File: src/pkg/nand_host_regs.svh
// Constants of the NAND status and column-read host controller.
// Assumes a 250 MHz pclk and an 8-bit asynchronous NAND bus.
`ifndef NAND_HOST_REGS_SVH
`define NAND_HOST_REGS_SVH

// ==========================================================
// Timing
`define CLK_PERIOD_NS 4
`define T_WP_NS 15
`define T_WH_NS 10
`define T_RP_NS 15
`define T_REH_NS 10
`define T_REA_NS 20
`define T_WHR_NS 60
`define CYC_UP(t) (((t) + `CLK_PERIOD_NS - 1) / `CLK_PERIOD_NS)
`define WP_CYC 8'(`CYC_UP(`T_WP_NS))
`define WH_CYC 8'(`CYC_UP(`T_WH_NS))
`define RP_CYC 8'(`CYC_UP(`T_RP_NS))
`define REH_CYC 8'(`CYC_UP(`T_REH_NS))
`define REA_CYC 8'(`CYC_UP(`T_REA_NS))
`define WHR_CYC 8'(`CYC_UP(`T_WHR_NS))

// ==========================================================
// NAND command codes
`define CMD_READ_MODE 8'h00
`define CMD_RAND_READ 8'h05
`define CMD_RAND_CONF 8'he0
`define CMD_STATUS 8'h70
`define CMD_STATUS_ENH 8'h78

// ==========================================================
// Status byte fields
`define SR_WP 7
`define SR_DIE_READY 6
`define SR_ARRAY_READY 5
`define SR_ECC_HI 4
`define SR_ECC_LO 3
`define SR_PRIOR 1
`define SR_FAIL 0

// ==========================================================
// APB register map
`define OFF_CTRL 12'h000
`define OFF_CMD 12'h004
`define OFF_ROW 12'h008
`define OFF_COL 12'h00c
`define OFF_STAT 12'h010
`define OFF_DATA 12'h014
`define CTRL_MULTI_DIE 0
`define CTRL_OTP 1
`define CTRL_CACHE 2
`define CTRL_W 3
`define ROW_W 24
`define COL_W 16
`define STAT_BUSY 0
`define STAT_REFUSED 1
`define STAT_STATUS_MODE 2
`define STAT_DIE_SEL 3

`endif

File: src/pkg/nand_host_pkg.sv
// Types of the NAND status and column-read host controller.
// Assumes nothing beyond a SystemVerilog compiler.
package nand_host_pkg;

  // ==========================================================
  // Operations that software starts
  typedef enum logic [2:0] {
    OP_STATUS = 3'h0,
    OP_STATUS_ENH = 3'h1,
    OP_READ_MODE = 3'h2,
    OP_RAND_READ = 3'h3,
    OP_READ_DATA = 3'h4,
    OP_POLL = 3'h5
  } op_type;

  // ==========================================================
  // Bus cycle kinds of the pin sequencer
  typedef enum logic [2:0] {
    K_CMD = 3'h0,
    K_ADDR = 3'h1,
    K_READ = 3'h2,
    K_DELAY = 3'h3,
    K_LIVE = 3'h4
  } kind_type;

  typedef struct packed {
    kind_type kind;
    logic [7:0] data;
    logic last;
    logic to_status;
  } micro_type;

  typedef enum logic [2:0] {
    S_IDLE = 3'h0,
    S_SETUP = 3'h1,
    S_LOW = 3'h2,
    S_HIGH = 3'h3,
    S_WAIT = 3'h4,
    S_LIVE = 3'h5
  } seq_state_type;

endpackage

File: src/pkg/seq_if.sv
// Link between the command engine and the pin sequencer.
// Assumes both ends run on pclk.
interface seq_if;
  logic req;
  nand_host_pkg::kind_type kind;
  logic [7:0] data;
  logic hold;
  logic done;
  logic [7:0] rdata;
  modport master (output req, kind, data, hold, input done, rdata);
  modport slave (input req, kind, data, hold, output done, rdata);
endinterface

File: src/rtl/nand_pin_sequencer.sv
// Pin sequencer: one command, address, read, wait or live-status cycle per request.
// Assumes nand_io_in is synchronous to pclk.
`include "nand_host_regs.svh"

module nand_pin_sequencer (
  input wire logic pclk, // System clock
  input wire logic presetn, // Async reset, active low
  seq_if.slave link, // Requests from the command engine
  output logic nand_ce_n, // Chip select
  output logic nand_cle, // Command latch enable
  output logic nand_ale, // Address latch enable
  output logic nand_we_n, // Write strobe
  output logic nand_re_n, // Read strobe
  input wire logic [7:0] nand_io_in, // Bus level
  output logic [7:0] nand_io_out, // Bus drive value
  output logic nand_io_oe // Bus drive enable
);

  nand_host_pkg::seq_state_type state;
  nand_host_pkg::kind_type cur_kind;
  logic [7:0] cnt;

  // ==========================================================
  // Chip select follows the engine's busy level
  always_ff @(posedge pclk or negedge presetn)
  begin
    if (!presetn)
      nand_ce_n <= 1'b1;
    else
      nand_ce_n <= !link.hold;
  end

  // ==========================================================
  // Strobe timing state machine
  always_ff @(posedge pclk or negedge presetn)
  begin
    if (!presetn)
    begin
      state <= nand_host_pkg::S_IDLE;
      cur_kind <= nand_host_pkg::K_CMD;
      cnt <= 8'h00;
      nand_cle <= 1'b0;
      nand_ale <= 1'b0;
      nand_we_n <= 1'b1;
      nand_re_n <= 1'b1;
      nand_io_out <= 8'h00;
      nand_io_oe <= 1'b0;
      link.done <= 1'b0;
      link.rdata <= 8'h00;
    end
    else
    begin
      link.done <= 1'b0;
      unique case (state)
        nand_host_pkg::S_IDLE:
        begin
          if (link.req)
          begin
            cur_kind <= link.kind;
            if (link.kind == nand_host_pkg::K_DELAY)
            begin
              cnt <= `WHR_CYC - 8'h01;
              state <= nand_host_pkg::S_WAIT;
            end
            else
              state <= nand_host_pkg::S_SETUP;
            if (link.kind == nand_host_pkg::K_CMD || link.kind == nand_host_pkg::K_ADDR)
            begin
              nand_cle <= (link.kind == nand_host_pkg::K_CMD);
              nand_ale <= (link.kind == nand_host_pkg::K_ADDR);
              nand_io_out <= link.data;
              nand_io_oe <= 1'b1;
            end
            else
              nand_io_oe <= 1'b0;
          end
        end
        nand_host_pkg::S_SETUP:
        begin
          state <= nand_host_pkg::S_LOW;
          if (cur_kind == nand_host_pkg::K_READ || cur_kind == nand_host_pkg::K_LIVE)
          begin
            nand_re_n <= 1'b0;
            cnt <= (cur_kind == nand_host_pkg::K_LIVE) ? `REA_CYC - 8'h01 : `RP_CYC - 8'h01;
          end
          else
          begin
            nand_we_n <= 1'b0;
            cnt <= `WP_CYC - 8'h01;
          end
        end
        nand_host_pkg::S_LOW:
        begin
          cnt <= cnt - 8'h01;
          if (cnt == 8'h00)
          begin
            cnt <= (cur_kind == nand_host_pkg::K_READ) ? `REH_CYC - 8'h01 : `WH_CYC - 8'h01;
            if (cur_kind == nand_host_pkg::K_LIVE)
              state <= nand_host_pkg::S_LIVE;
            else
              state <= nand_host_pkg::S_HIGH;
            if (cur_kind == nand_host_pkg::K_READ)
            begin
              link.rdata <= nand_io_in;
              nand_re_n <= 1'b1;
            end
            else
              nand_we_n <= 1'b1;
          end
        end
        nand_host_pkg::S_LIVE:
        begin
          // Strobe stays low; status updates are seen without a new edge
          link.rdata <= nand_io_in;
          if (nand_io_in[`SR_DIE_READY])
          begin
            nand_re_n <= 1'b1;
            cnt <= `REH_CYC - 8'h01;
            state <= nand_host_pkg::S_HIGH;
          end
        end
        nand_host_pkg::S_HIGH:
        begin
          cnt <= cnt - 8'h01;
          if (cnt == 8'h00)
          begin
            link.done <= 1'b1;
            nand_cle <= 1'b0;
            nand_ale <= 1'b0;
            state <= nand_host_pkg::S_IDLE;
          end
        end
        nand_host_pkg::S_WAIT:
        begin
          cnt <= cnt - 8'h01;
          if (cnt == 8'h00)
          begin
            link.done <= 1'b1;
            state <= nand_host_pkg::S_IDLE;
          end
        end
        default:
          state <= nand_host_pkg::S_IDLE;
      endcase
    end
  end

  // ==========================================================
  // Pin timing checks
  property p_we_width;
    @(posedge pclk) disable iff (!presetn)
    $fell(nand_we_n) |-> (!nand_we_n)[*4] ##1 nand_we_n;
  endproperty
  a_we_width: assert property (p_we_width) else $error("write strobe low width wrong");

  property p_bus_released;
    @(posedge pclk) disable iff (!presetn)
    !nand_re_n |-> !nand_io_oe;
  endproperty
  a_bus_released: assert property (p_bus_released) else $error("bus driven while reading");

  property p_latch_excl;
    @(posedge pclk) disable iff (!presetn)
    !(nand_cle && nand_ale);
  endproperty
  a_latch_excl: assert property (p_latch_excl) else $error("command and address latch both high");

  property p_whr_wait;
    @(posedge pclk) disable iff (!presetn)
    (state == nand_host_pkg::S_IDLE && link.req && link.kind == nand_host_pkg::K_DELAY)
      |=> (!link.done)[*8] ##1 (!link.done)[*7] ##1 link.done;
  endproperty
  a_whr_wait: assert property (p_whr_wait) else $error("command-to-output wait wrong length");

endmodule

File: src/rtl/nand_status_host.sv
// Host controller for NAND status reads, read mode and random data read.
// Assumes an APB master on pclk and one NAND target on the pin ports.
//
// The register addresses and the APB interface to the registers were decided locally.
`include "nand_host_regs.svh"

module nand_status_host (
  input wire logic pclk, // System clock, 250 MHz
  input wire logic presetn, // Async reset, active low
  input wire logic psel, // APB select
  input wire logic penable, // APB enable
  input wire logic pwrite, // APB direction
  input wire logic [11:0] paddr, // APB byte address
  input wire logic [31:0] pwdata, // APB write data
  output logic [31:0] prdata, // APB read data
  output logic pready, // APB ready
  output logic pslverr, // APB error
  output logic nand_ce_n, // Chip select
  output logic nand_cle, // Command latch enable
  output logic nand_ale, // Address latch enable
  output logic nand_we_n, // Write strobe
  output logic nand_re_n, // Read strobe
  input wire logic [7:0] nand_io_in, // Bus level
  output logic [7:0] nand_io_out, // Bus drive value
  output logic nand_io_oe // Bus drive enable
);

  seq_if link ();

  logic [`CTRL_W-1:0] ctrl;
  logic [`ROW_W-1:0] row;
  logic [`COL_W-1:0] col;
  logic [7:0] status_byte;
  logic [7:0] data_byte;
  logic busy;
  logic refused;
  logic status_mode;
  logic die_selected;
  logic req;
  logic [2:0] step;
  nand_host_pkg::op_type op;
  nand_host_pkg::micro_type cur;
  logic wr_cmd;
  logic next_refuse;
  logic [2:0] next_step;
  logic [31:0] read_mux;
  logic [4:0] decoded;

  // ==========================================================
  // Address decode helper
  function automatic logic addr_hit(input logic [11:0] a, input logic [11:0] off);
    addr_hit = (a == off);
  endfunction

  // Bus cycle list of each operation
  function automatic nand_host_pkg::micro_type op_step(input nand_host_pkg::op_type o, input logic [2:0] s,
                                                      input logic [`ROW_W-1:0] r, input logic [`COL_W-1:0] c);
    nand_host_pkg::micro_type m;
    m.kind = nand_host_pkg::K_CMD;
    m.data = `CMD_READ_MODE;
    m.last = 1'b1;
    m.to_status = 1'b0;
    unique case (o)
      nand_host_pkg::OP_STATUS, nand_host_pkg::OP_POLL:
      begin
        m.last = (s == 3'h2);
        m.to_status = (s == 3'h2);
        if (s == 3'h0)
          m.data = `CMD_STATUS;
        else if (s == 3'h1)
          m.kind = nand_host_pkg::K_DELAY;
        else
          m.kind = (o == nand_host_pkg::OP_POLL) ? nand_host_pkg::K_LIVE : nand_host_pkg::K_READ;
      end
      nand_host_pkg::OP_STATUS_ENH:
      begin
        m.last = (s == 3'h5);
        m.to_status = (s == 3'h5);
        unique case (s)
          3'h0: m.data = `CMD_STATUS_ENH;
          3'h1: begin m.kind = nand_host_pkg::K_ADDR; m.data = r[7:0]; end
          3'h2: begin m.kind = nand_host_pkg::K_ADDR; m.data = r[15:8]; end
          3'h3: begin m.kind = nand_host_pkg::K_ADDR; m.data = r[23:16]; end
          3'h4: m.kind = nand_host_pkg::K_DELAY;
          default: m.kind = nand_host_pkg::K_READ;
        endcase
      end
      nand_host_pkg::OP_RAND_READ:
      begin
        m.last = (s == 3'h4);
        unique case (s)
          3'h0: m.data = `CMD_RAND_READ;
          3'h1: begin m.kind = nand_host_pkg::K_ADDR; m.data = c[7:0]; end
          3'h2: begin m.kind = nand_host_pkg::K_ADDR; m.data = c[15:8]; end
          3'h3: m.data = `CMD_RAND_CONF;
          default: m.kind = nand_host_pkg::K_DELAY;
        endcase
      end
      nand_host_pkg::OP_READ_DATA:
      begin
        m.last = (s == 3'h2);
        if (s == 3'h1)
          m.kind = nand_host_pkg::K_DELAY;
        else if (s == 3'h2)
          m.kind = nand_host_pkg::K_READ;
      end
      default:
        m.last = 1'b1;
    endcase
    op_step = m;
  endfunction

  // ==========================================================
  // Sequencer hookup
  assign cur = op_step(op, step, row, col);
  assign link.req = req;
  assign link.kind = cur.kind;
  assign link.data = cur.data;
  assign link.hold = busy;

  nand_pin_sequencer u_seq (
    .pclk(pclk),
    .presetn(presetn),
    .link(link),
    .nand_ce_n(nand_ce_n),
    .nand_cle(nand_cle),
    .nand_ale(nand_ale),
    .nand_we_n(nand_we_n),
    .nand_re_n(nand_re_n),
    .nand_io_in(nand_io_in),
    .nand_io_out(nand_io_out),
    .nand_io_oe(nand_io_oe)
  );

  // ==========================================================
  // Command acceptance
  assign wr_cmd = psel && penable && pready && pwrite && !pslverr && addr_hit(paddr, `OFF_CMD);

  always_comb
  begin
    next_refuse = busy || (pwdata[2:0] > 3'h5);
    if (pwdata[2:0] == 3'h1 && ctrl[`CTRL_OTP])
      next_refuse = 1'b1;
    if (pwdata[2:0] == 3'h3)
    begin
      if (ctrl[`CTRL_MULTI_DIE] && !die_selected)
        next_refuse = 1'b1;
      if (!(status_byte[`SR_DIE_READY] && (status_byte[`SR_ARRAY_READY] || ctrl[`CTRL_CACHE])))
        next_refuse = 1'b1;
    end
    // Leave status output with 00h only when it is on
    next_step = (pwdata[2:0] == 3'h4 && !status_mode) ? 3'h2 : 3'h0;
  end

  // ==========================================================
  // Operation engine
  always_ff @(posedge pclk or negedge presetn)
  begin
    if (!presetn)
    begin
      busy <= 1'b0;
      refused <= 1'b0;
      req <= 1'b0;
      step <= 3'h0;
      op <= nand_host_pkg::OP_STATUS;
    end
    else
    begin
      req <= 1'b0;
      if (link.done && busy)
      begin
        if (cur.last)
          busy <= 1'b0;
        else
        begin
          step <= step + 3'h1;
          req <= 1'b1;
        end
      end
      if (wr_cmd)
      begin
        refused <= next_refuse;
        if (!next_refuse)
        begin
          busy <= 1'b1;
          req <= 1'b1;
          op <= nand_host_pkg::op_type'(pwdata[2:0]);
          step <= next_step;
        end
      end
    end
  end

  // ==========================================================
  // Results and output mode tracking
  always_ff @(posedge pclk or negedge presetn)
  begin
    if (!presetn)
    begin
      status_byte <= 8'h00;
      data_byte <= 8'h00;
      status_mode <= 1'b0;
      die_selected <= 1'b0;
    end
    else if (link.done && busy && cur.last)
    begin
      if (cur.to_status)
        status_byte <= link.rdata;
      if (op == nand_host_pkg::OP_READ_DATA)
        data_byte <= link.rdata;
      status_mode <= cur.to_status;
      if (op == nand_host_pkg::OP_STATUS_ENH)
        die_selected <= 1'b1;
    end
  end

  // ==========================================================
  // Configuration registers
  always_ff @(posedge pclk or negedge presetn)
  begin
    if (!presetn)
    begin
      ctrl <= '0;
      row <= '0;
      col <= '0;
    end
    else if (psel && penable && pready && pwrite && !pslverr)
    begin
      if (addr_hit(paddr, `OFF_CTRL))
        ctrl <= pwdata[`CTRL_W-1:0];
      if (addr_hit(paddr, `OFF_ROW))
        row <= pwdata[`ROW_W-1:0];
      if (addr_hit(paddr, `OFF_COL))
        col <= pwdata[`COL_W-1:0];
    end
  end

  // ==========================================================
  // Status field decode: each fail bit only counts while its ready bit is set
  assign decoded = {status_byte[`SR_FAIL] && status_byte[`SR_ARRAY_READY],
                    status_byte[`SR_PRIOR] && status_byte[`SR_DIE_READY],
                    status_byte[`SR_ECC_HI:`SR_ECC_LO],
                    !status_byte[`SR_WP]};

  always_comb
  begin
    read_mux = 32'h0000_0000;
    if (addr_hit(paddr, `OFF_CTRL))
      read_mux = {29'h0000_0000, ctrl};
    else if (addr_hit(paddr, `OFF_ROW))
      read_mux = {8'h00, row};
    else if (addr_hit(paddr, `OFF_COL))
      read_mux = {16'h0000, col};
    else if (addr_hit(paddr, `OFF_STAT))
      read_mux = {11'h000, decoded, status_byte, 4'h0, die_selected, status_mode, refused, busy};
    else if (addr_hit(paddr, `OFF_DATA))
      read_mux = {24'h00_0000, data_byte};
  end

  // ==========================================================
  // APB slave response, no wait states
  always_ff @(posedge pclk or negedge presetn)
  begin
    if (!presetn)
    begin
      pready <= 1'b0;
      pslverr <= 1'b0;
      prdata <= 32'h0000_0000;
    end
    else
    begin
      pready <= psel && !penable;
      pslverr <= psel && !penable && !(addr_hit(paddr, `OFF_CTRL) || addr_hit(paddr, `OFF_CMD) ||
                 addr_hit(paddr, `OFF_ROW) || addr_hit(paddr, `OFF_COL) ||
                 addr_hit(paddr, `OFF_STAT) || addr_hit(paddr, `OFF_DATA));
      if (psel && !penable && !pwrite)
        prdata <= read_mux;
    end
  end

  // ==========================================================
  // Checks
  property p_refuse_otp;
    @(posedge pclk) disable iff (!presetn)
    (wr_cmd && pwdata[2:0] == 3'h1 && ctrl[`CTRL_OTP]) |=> (refused && !req);
  endproperty
  a_refuse_otp: assert property (p_refuse_otp) else $error("78h issued in OTP mode");

  property p_refuse_unselected;
    @(posedge pclk) disable iff (!presetn)
    (wr_cmd && pwdata[2:0] == 3'h3 && ctrl[`CTRL_MULTI_DIE] && !die_selected) |=> (refused && !req);
  endproperty
  a_refuse_unselected: assert property (p_refuse_unselected) else $error("random read without 78h");

  property p_read_mode_first;
    @(posedge pclk) disable iff (!presetn)
    (wr_cmd && !busy && pwdata[2:0] == 3'h4 && status_mode)
      |=> (req && cur.kind == nand_host_pkg::K_CMD && cur.data == `CMD_READ_MODE);
  endproperty
  a_read_mode_first: assert property (p_read_mode_first) else $error("data read without 00h");

  property p_enh_row;
    @(posedge pclk) disable iff (!presetn)
    (link.done && busy && op == nand_host_pkg::OP_STATUS_ENH && step == 3'h0)
      |=> (req && cur.kind == nand_host_pkg::K_ADDR && cur.data == row[7:0]);
  endproperty
  a_enh_row: assert property (p_enh_row) else $error("78h not followed by row cycle");

  property p_rand_confirm;
    @(posedge pclk) disable iff (!presetn)
    (link.done && busy && op == nand_host_pkg::OP_RAND_READ && step == 3'h2)
      |=> (req && cur.kind == nand_host_pkg::K_CMD && cur.data == `CMD_RAND_CONF);
  endproperty
  a_rand_confirm: assert property (p_rand_confirm) else $error("E0h missing after column cycles");

  property p_status_capture;
    @(posedge pclk) disable iff (!presetn)
    (link.done && busy && cur.last && cur.to_status) |=> (status_byte == $past(link.rdata) && !busy);
  endproperty
  a_status_capture: assert property (p_status_capture) else $error("status byte not captured");

  property p_enh_selects;
    @(posedge pclk) disable iff (!presetn)
    (link.done && busy && cur.last && op == nand_host_pkg::OP_STATUS_ENH) |=> (status_mode && die_selected);
  endproperty
  a_enh_selects: assert property (p_enh_selects) else $error("78h did not select die");

  c_poll: cover property (@(posedge pclk) disable iff (!presetn)
    link.done && busy && cur.last && op == nand_host_pkg::OP_POLL);
  c_enh: cover property (@(posedge pclk) disable iff (!presetn)
    link.done && busy && cur.last && op == nand_host_pkg::OP_STATUS_ENH);
  c_rand: cover property (@(posedge pclk) disable iff (!presetn)
    link.done && busy && cur.last && op == nand_host_pkg::OP_RAND_READ);

endmodule

File: config.mk
export PLATFORM = sky130hd
export DESIGN_NAME = nand_status_host
export DESIGN_NICKNAME = d
export VERILOG_FILES = /design/src/pkg/nand_host_pkg.sv /design/src/pkg/seq_if.sv /design/src/rtl/nand_pin_sequencer.sv /design/src/rtl/nand_status_host.sv
export VERILOG_INCLUDE_DIRS = /design/src /design/src/pkg
export SDC_FILE = /design/constraint.sdc
export NUM_CORES = 1
export LEC_CHECK = 0
export ABC_AREA = 1
export BUFFER_PORTS_ARGS = -buffer_cell sky130_fd_sc_hd__buf_2
export CAP_MARGIN = 5
export CORE_ASPECT_RATIO = 1.2
export CORE_MARGIN = 5
export CORE_UTILIZATION = 25
export DETAILED_ROUTE_END_ITERATION = 7
export PLACE_DENSITY = 0.51
export SKIP_LAST_GASP = 1
export SLEW_MARGIN = 25
export SYNTH_ARGS = -nofsm -noshare
export SYNTH_HDL_FRONTEND = slang
export SYNTH_SLANG_ARGS = --single-unit
File: constraint.sdc
create_clock -name pclk -period 2.7 [get_ports pclk]
set_input_delay 0.27 -clock pclk [delete_from_list [all_inputs] [get_ports pclk]]
set_output_delay 0.27 -clock pclk [all_outputs]
set_load 0.02 [all_outputs]
# == Word-level counts from Yosys, hierarchy flattened ==
# Index checks and enable logic that the tools add are counted.
# classes
addsub,2
order_cmp,1
eq_ne,37
muxes,72
bitwise,1
reduce_logical,65
# ops
op,count
2-to-1 mux 8 bit,8
one-hot mux 8 bit (4 select lines),2
2-to-1 mux 24 bit,2
2-to-1 mux 3 bit,15
2-to-1 mux 21 bit,2
one-hot mux 8 bit (5 select lines),1
2-to-1 mux 1 bit,27
== test 12 x 4 -> 1 bit (second input constant),2
== test 12 x 5 -> 1 bit (second input constant),2
== test 3 x 2 -> 1 bit (second input constant),8
== test 3 bit (second input constant),8
one-hot mux 8 bit (3 select lines),1
logical AND 1 bit,16
one-hot mux 8 bit (2 select lines),1
AND reduction 2 bit,8
AND reduction 4 bit,4
== test 3 x 1 -> 1 bit (second input constant),5
one-hot mux 3 bit (5 select lines),1
!= test 2 x 1 -> 1 bit (second input constant),7
== test 12 x 3 -> 1 bit (second input constant),1
zero test 12 bit,1
zero test 3 bit,4
one-hot mux 3 bit (4 select lines),1
logical OR 1 bit,9
other kinds (20),42
# totals
reg_bits,141
in_bits,57
output_inout_bits,48
word_cells,205

# == Logic depth before layout (Yosys ltp) ==
# depth
depth_word,10
depth_mapped,14
depth_no_buf,14

# == Modules after synthesis ==
# Synthesis repeated with hierarchy kept, for this count alone.
# hier_totals
hier_cells,908
area_unflattened_um2,6998.0
# by_module_without_submodules
mod,instances,cells_each,area_per_inst_um2,seq_area_each_um2
nand_status_host,1,652,5022.3,2402.3
nand_pin_sequencer,1,256,1975.6,929.6

# == Worst setup path after synthesis ==
# Ideal clock, no wire load.
# synth_timing
path_kind,register to register
from,register step[0]
to,register u_seq.cnt[3]
setup_ns,0.066
arrival_ns,1.788
t_required_ns,2.634
path_slack_ns,0.846
path_stages_with_launch,15
path_buffers,1
synth_period_minus_slack_ns,1.854
path_cell_list,dfrtp_1 -> ha_1 -> ha_1 -> buf_2 -> inv_1 -> nand2_1 -> o21ai_0 -> nand2_1 -> inv_1 -> nand2_2 -> nand2_1 -> nand2_2 -> nand2_4 -> nand2_1 -> nand2_1
# synth_between
elab_chain_len,7
elab_cells_between_ends,18
cone_classes,eq/ne (6); mux (7); reduce/logical (5)
# synth_rtl
item,line,source
start: declaration,nand_status_host.sv:40,logic [2:0] step;
start signal: assignment,nand_status_host.sv:176,step <= step + 3'h1;
start signal: assignment,nand_status_host.sv:188,step <= next_step;
== test 3 x 2 -> 1 bit (tied with other cells),"nand_status_host.sv:79, nand_status_host.sv:91, nand_status_host.sv:104",
OR reduction 3 bit (no source line) (tied with other cells),-,
one-hot mux 2 bit (3 select lines) (tied with other cells),nand_status_host.sv:79,unique case (s)
one-hot mux 3 bit (4 select lines) *,nand_status_host.sv:63,unique case (o)
== test 3 x 2 -> 1 bit *,nand_pin_sequencer.sv:60,if (link.kind == nand_host_pkg::K_DELAY)
!= test 2 x 1 -> 1 bit (no source line) *,-,
AND reduction 4 bit (no source line) *,-,
end signal: assignment,nand_pin_sequencer.sv:62,cnt <= `WHR_CYC - 8'h01;
end signal: assignment,nand_pin_sequencer.sv:84,cnt <= (cur_kind == nand_host_pkg::K_LIVE) ? `REA_CYC - 8'h01 : `RP_CYC - 8'h01;
end signal: assignment,nand_pin_sequencer.sv:89,cnt <= `WP_CYC - 8'h01;
end: declaration,nand_pin_sequencer.sv:21,logic [7:0] cnt;
# Mark *: on every way between the ends. The rest lies on a longest branch, timed or not.
# A chain may end at the register's enable or synchronous reset.

# == Worst setup path in the final report ==
# layout_timing
from,register step[0]
to,register status_byte[5]
# layout_between
elab_chain_len,4
elab_cells_between_ends,7
cone_classes,eq/ne (3); mux (2); reduce/logical (2)
# layout_rtl
item,line,source
== test 3 x 2 -> 1 bit (tied with other cells),"nand_status_host.sv:66, nand_status_host.sv:67, nand_status_host.sv:101",
one-hot mux 1 bit (3 select lines),nand_status_host.sv:63,
logical AND 1 bit,nand_status_host.sv:205,else if (link.done && busy && cur.last)
AND reduction 2 bit (no source line) *,-,
end signal: assignment,nand_status_host.sv:208,status_byte <= link.rdata;
end: declaration,nand_status_host.sv:33,logic [7:0] status_byte;
# Marks and branches as above.

==> metrics.cfg <==
[outcome]
outcome=completed

[pwr]
p_clk_frac=0.536
switching_share=0.2175
power_density_nw_per_um2=563.3
p_leak_nw=4.236
vdd_ir_drop_max_uv=367.4
p_int_w=0.003657
power.switching_w=0.001017
combPwrFrac=0.036
power.share.sequential=0.429
total_power_w=0.004673

[synthesis]
synth_cell_types=41
syn_inst=861
syn_area_um2=6854
synth_seq_cells=133
synth_area_per_cell_um2=7.961
yosysWarningCount=0
ys_seq_area_frac=0.4861

[layout]
stdcell_area_um2=8297
multiInputGateArea_um2=3017
drive_gt1_frac=0.1959
diodes=0
fillers=2939
fin_nets=1020
area_growth_pct=21.05
register_area_um2=3332

[placed_design]
placed_cell_area_um2=7640
place_ws_ps=588.2
dpl.hpwl_um=15440
io_buffers=88
routabilityCongestion=0.8614

[clock_network]
clock_sinks=133
cts_tree=done
clk_latency_ps=420
clockRootBuffer=clkbuf_16
cts_buffer_depth=2
cts.repair.resized=0
clkSlewWorstSetupHoldPaths_ps=60
htreeDepth=4
cts_made_buffers=17

[detailed_routing]
drtIter0Drc=471
wl_um=20330
ant_nets=0
drc=0
viasPerCell=4.502
drt_pass1_iterations=5
wl_per_cell_um=15.52
dr_total_vias=5897

[floorplanning]
io-pin-count=105
placementRows=66
start_util=0.2530
die_y_um=191.4
fp.dieW_um=161.2
die_area_um2=30840
fp.coreArea_um2=27090

[sta]
finalCritPeriodShare=0.7944
worst_pin_slew_ps=763.0
holdWs_ps=36.94
setup_ws_ps=555.1
fin_tns_setup_ps=0
fmax_ghz=0.4662
slew_headroom=0.4908
setup_viol=0
grt_setup_unrepaired=no
finalCriticalPeriod_ps=2145
slew_viol_final=0
fin_skew_ps=10.13
hold_viol_final=0

[grt]
grt.total_usage=0.1353
antenna_found_initial=0
grt_pass1_wl_um=32360
grt_max_degree=66
grt_overflow=0
grt_pass1_vias=5823

[critical_path]
crit_fanout=17
reg2reg_depth=11
required_ps=3040
crit_chain=inv_1, ha_1, nand2_1, inv_2, o21ai_1, nand3_1, nand2_1, inv_2, nand2_2, nand2_1, o21ai_2
criticalPathCategory=flop to flop
cp-start-kind=flop
cpMostUsedCell=nand2_1
cp_slowest_cell=dfrtp_1
critPathMaxStageDelay_ps=390
critPathArrivalTime_ps=2490
end_kind=flop

[hold_path]
hold-path-cell-count=2
hp-class=input pin to flop

[flow_run]
maxCapViolCount=0

-- power groups by stage --
stage,clock network (W),logic (W),registers (W)
final,0.00250,0.000167,0.00200
after global routing,0.00266,0.000191,0.00200
after CTS,0.00255,0.000173,0.00200
after detailed placement,0,0.000172,0.00204
after global placement,0,0.000171,0.00204
after floorplan,0,0.0000693,0.00204
-- final cells by class --
class | instances | share of cell area
tap | 340 | 0.05127
sequential | 133 | 0.4016
timing repair buffer | 96 | 0.06289
inverter | 94 | 0.04268
clock inverter | 9 | 0.01674
multi-input combinational | 615 | 0.3636
clock buffer | 23 | 0.06123
-- worst max-delay path, delay by kind of cell (launching register included) --
kind                       cells  cell delay (ps)
and+or+nand+nor                5              870
DFF                            1              390
buffers and inverters          3              340
AOI/OAI and AO/OA              2              260
adders and majority gates      1              210
-- worst paths after layout --
path                                 startpoint                    to  slack [ps]
max reg2reg                             step[0]        status_byte[5]         560
min reg2reg                u_seq.nand_io_out[2]  u_seq.nand_io_out[2]         470
min in group asynchronous               presetn            prdata[11]         410
min                                     penable                pready          40
max in group asynchronous               presetn       u_seq.nand_re_n        1540
max                                     step[0]        status_byte[5]         560
-- per-layer routing --
layer | GRT usage | wire length, um | part of all wire
met1 | 0.1810 | 9561 | 0.47
met2 | 0.2198 | 9583 | 0.47
met3 | 0.02653 | 816 | 0.040
met4 | 0.04628 | 367 | 0.018
met5 | 0 | 0 | 0
-- cell families (layout without fill, tap and decap cells) --
family,count (synthesis),in the layout,synth area share
AND/OR/NAND/NOR,449,449,0.2868
AO/OA/AOI/OAI,138,138,0.1128
flip-flops,133,133,0.4861
buffers and inverters,120,222,0.07758
multiplexers,8,8,0.01753
adder cells (fa/ha/maj),6,6,0.01095
XOR/XNOR,6,6,0.007667
other,1,8,0.0005471
-- placed cells by master (no fill, tap or decap), types with 8 or more instances in the layout --
cell       instances
a21oi_1           17
buf_2             87
clkbuf_16         17
conb_1             8
dfrtp_1          130
inv_1             83
inv_2             10
mux2_4             8
nand2_1          289
nand2_2            8
nand3_1           54
nand4_1            8
nor2_1            54
nor2_2             9
nor3_1             8
o211ai_1          10
o21ai_0           68
o21ai_1           25
-- registers in the layout (all words and copies together) (netlist names), 3 cells and up --
register and cells:
status_byte 8, u_seq.nand_io_out 8, u_seq.state 3, row 24
op 3, prdata 24, col 16, data_byte 8
u_seq.cur_kind 3, step 3, ctrl 3, u_seq.link.rdata 8
u_seq.cnt 8
-- cells in the mapped netlist --
library cell	count	area share
o21ai_0	68	0.050
o21ai_2	6	0.0077
a22o_1	3	0.0038
nor3_2	2	0.0029
o21a_1	2	0.0022
nor3_4	1	0.0024
nand3_2	3	0.0044
dfrtp_1	130	0.47
nor2_4	6	0.0099
nand4_1	8	0.0073
inv_1	83	0.045
a21oi_1	17	0.012
xnor2_1	1	0.0013
or2_2	1	0.00091
nand2_4	3	0.0049
nand2_1	289	0.16
clkbuf_1	5	0.0027
nor2_1	54	0.030
conb_1	1	0.00055
dfstp_2	3	0.012
a22oi_1	2	0.0022
buf_2	7	0.0051
nand4_2	1	0.0018
nand3_1	54	0.039
nand2_2	8	0.0073
buf_6	5	0.0082
o22ai_1	1	0.00091
nor2_2	9	0.0082
o31ai_1	2	0.0022
nand3_4	1	0.0026
o21ai_1	25	0.018
xor2_1	5	0.0064
clkinv_2	1	0.00073
nand3b_1	1	0.0011
o211ai_1	10	0.011
o2111ai_1	2	0.0026
ha_1	6	0.011
inv_2	10	0.0055
buf_4	9	0.0099
nor3_1	8	0.0058
mux2_4	8	0.018
-- per-stage QoR --
stage | utilization | cells
final | 0.3063 | 1310
after global routing | 0.3063 | 1310
after CTS | 0.3063 | 1310
after detailed placement | 0.2821 | 1277
after global placement | 0.2821 | 1277
after floorplan | - | 868
-- repair_timing --
item	in CTS	in global routing
hold endpoints to repair	62	0
setup buffers	0	0
hold buffers	1	0
No activity file was read; power rests on OpenSTA's default activity.
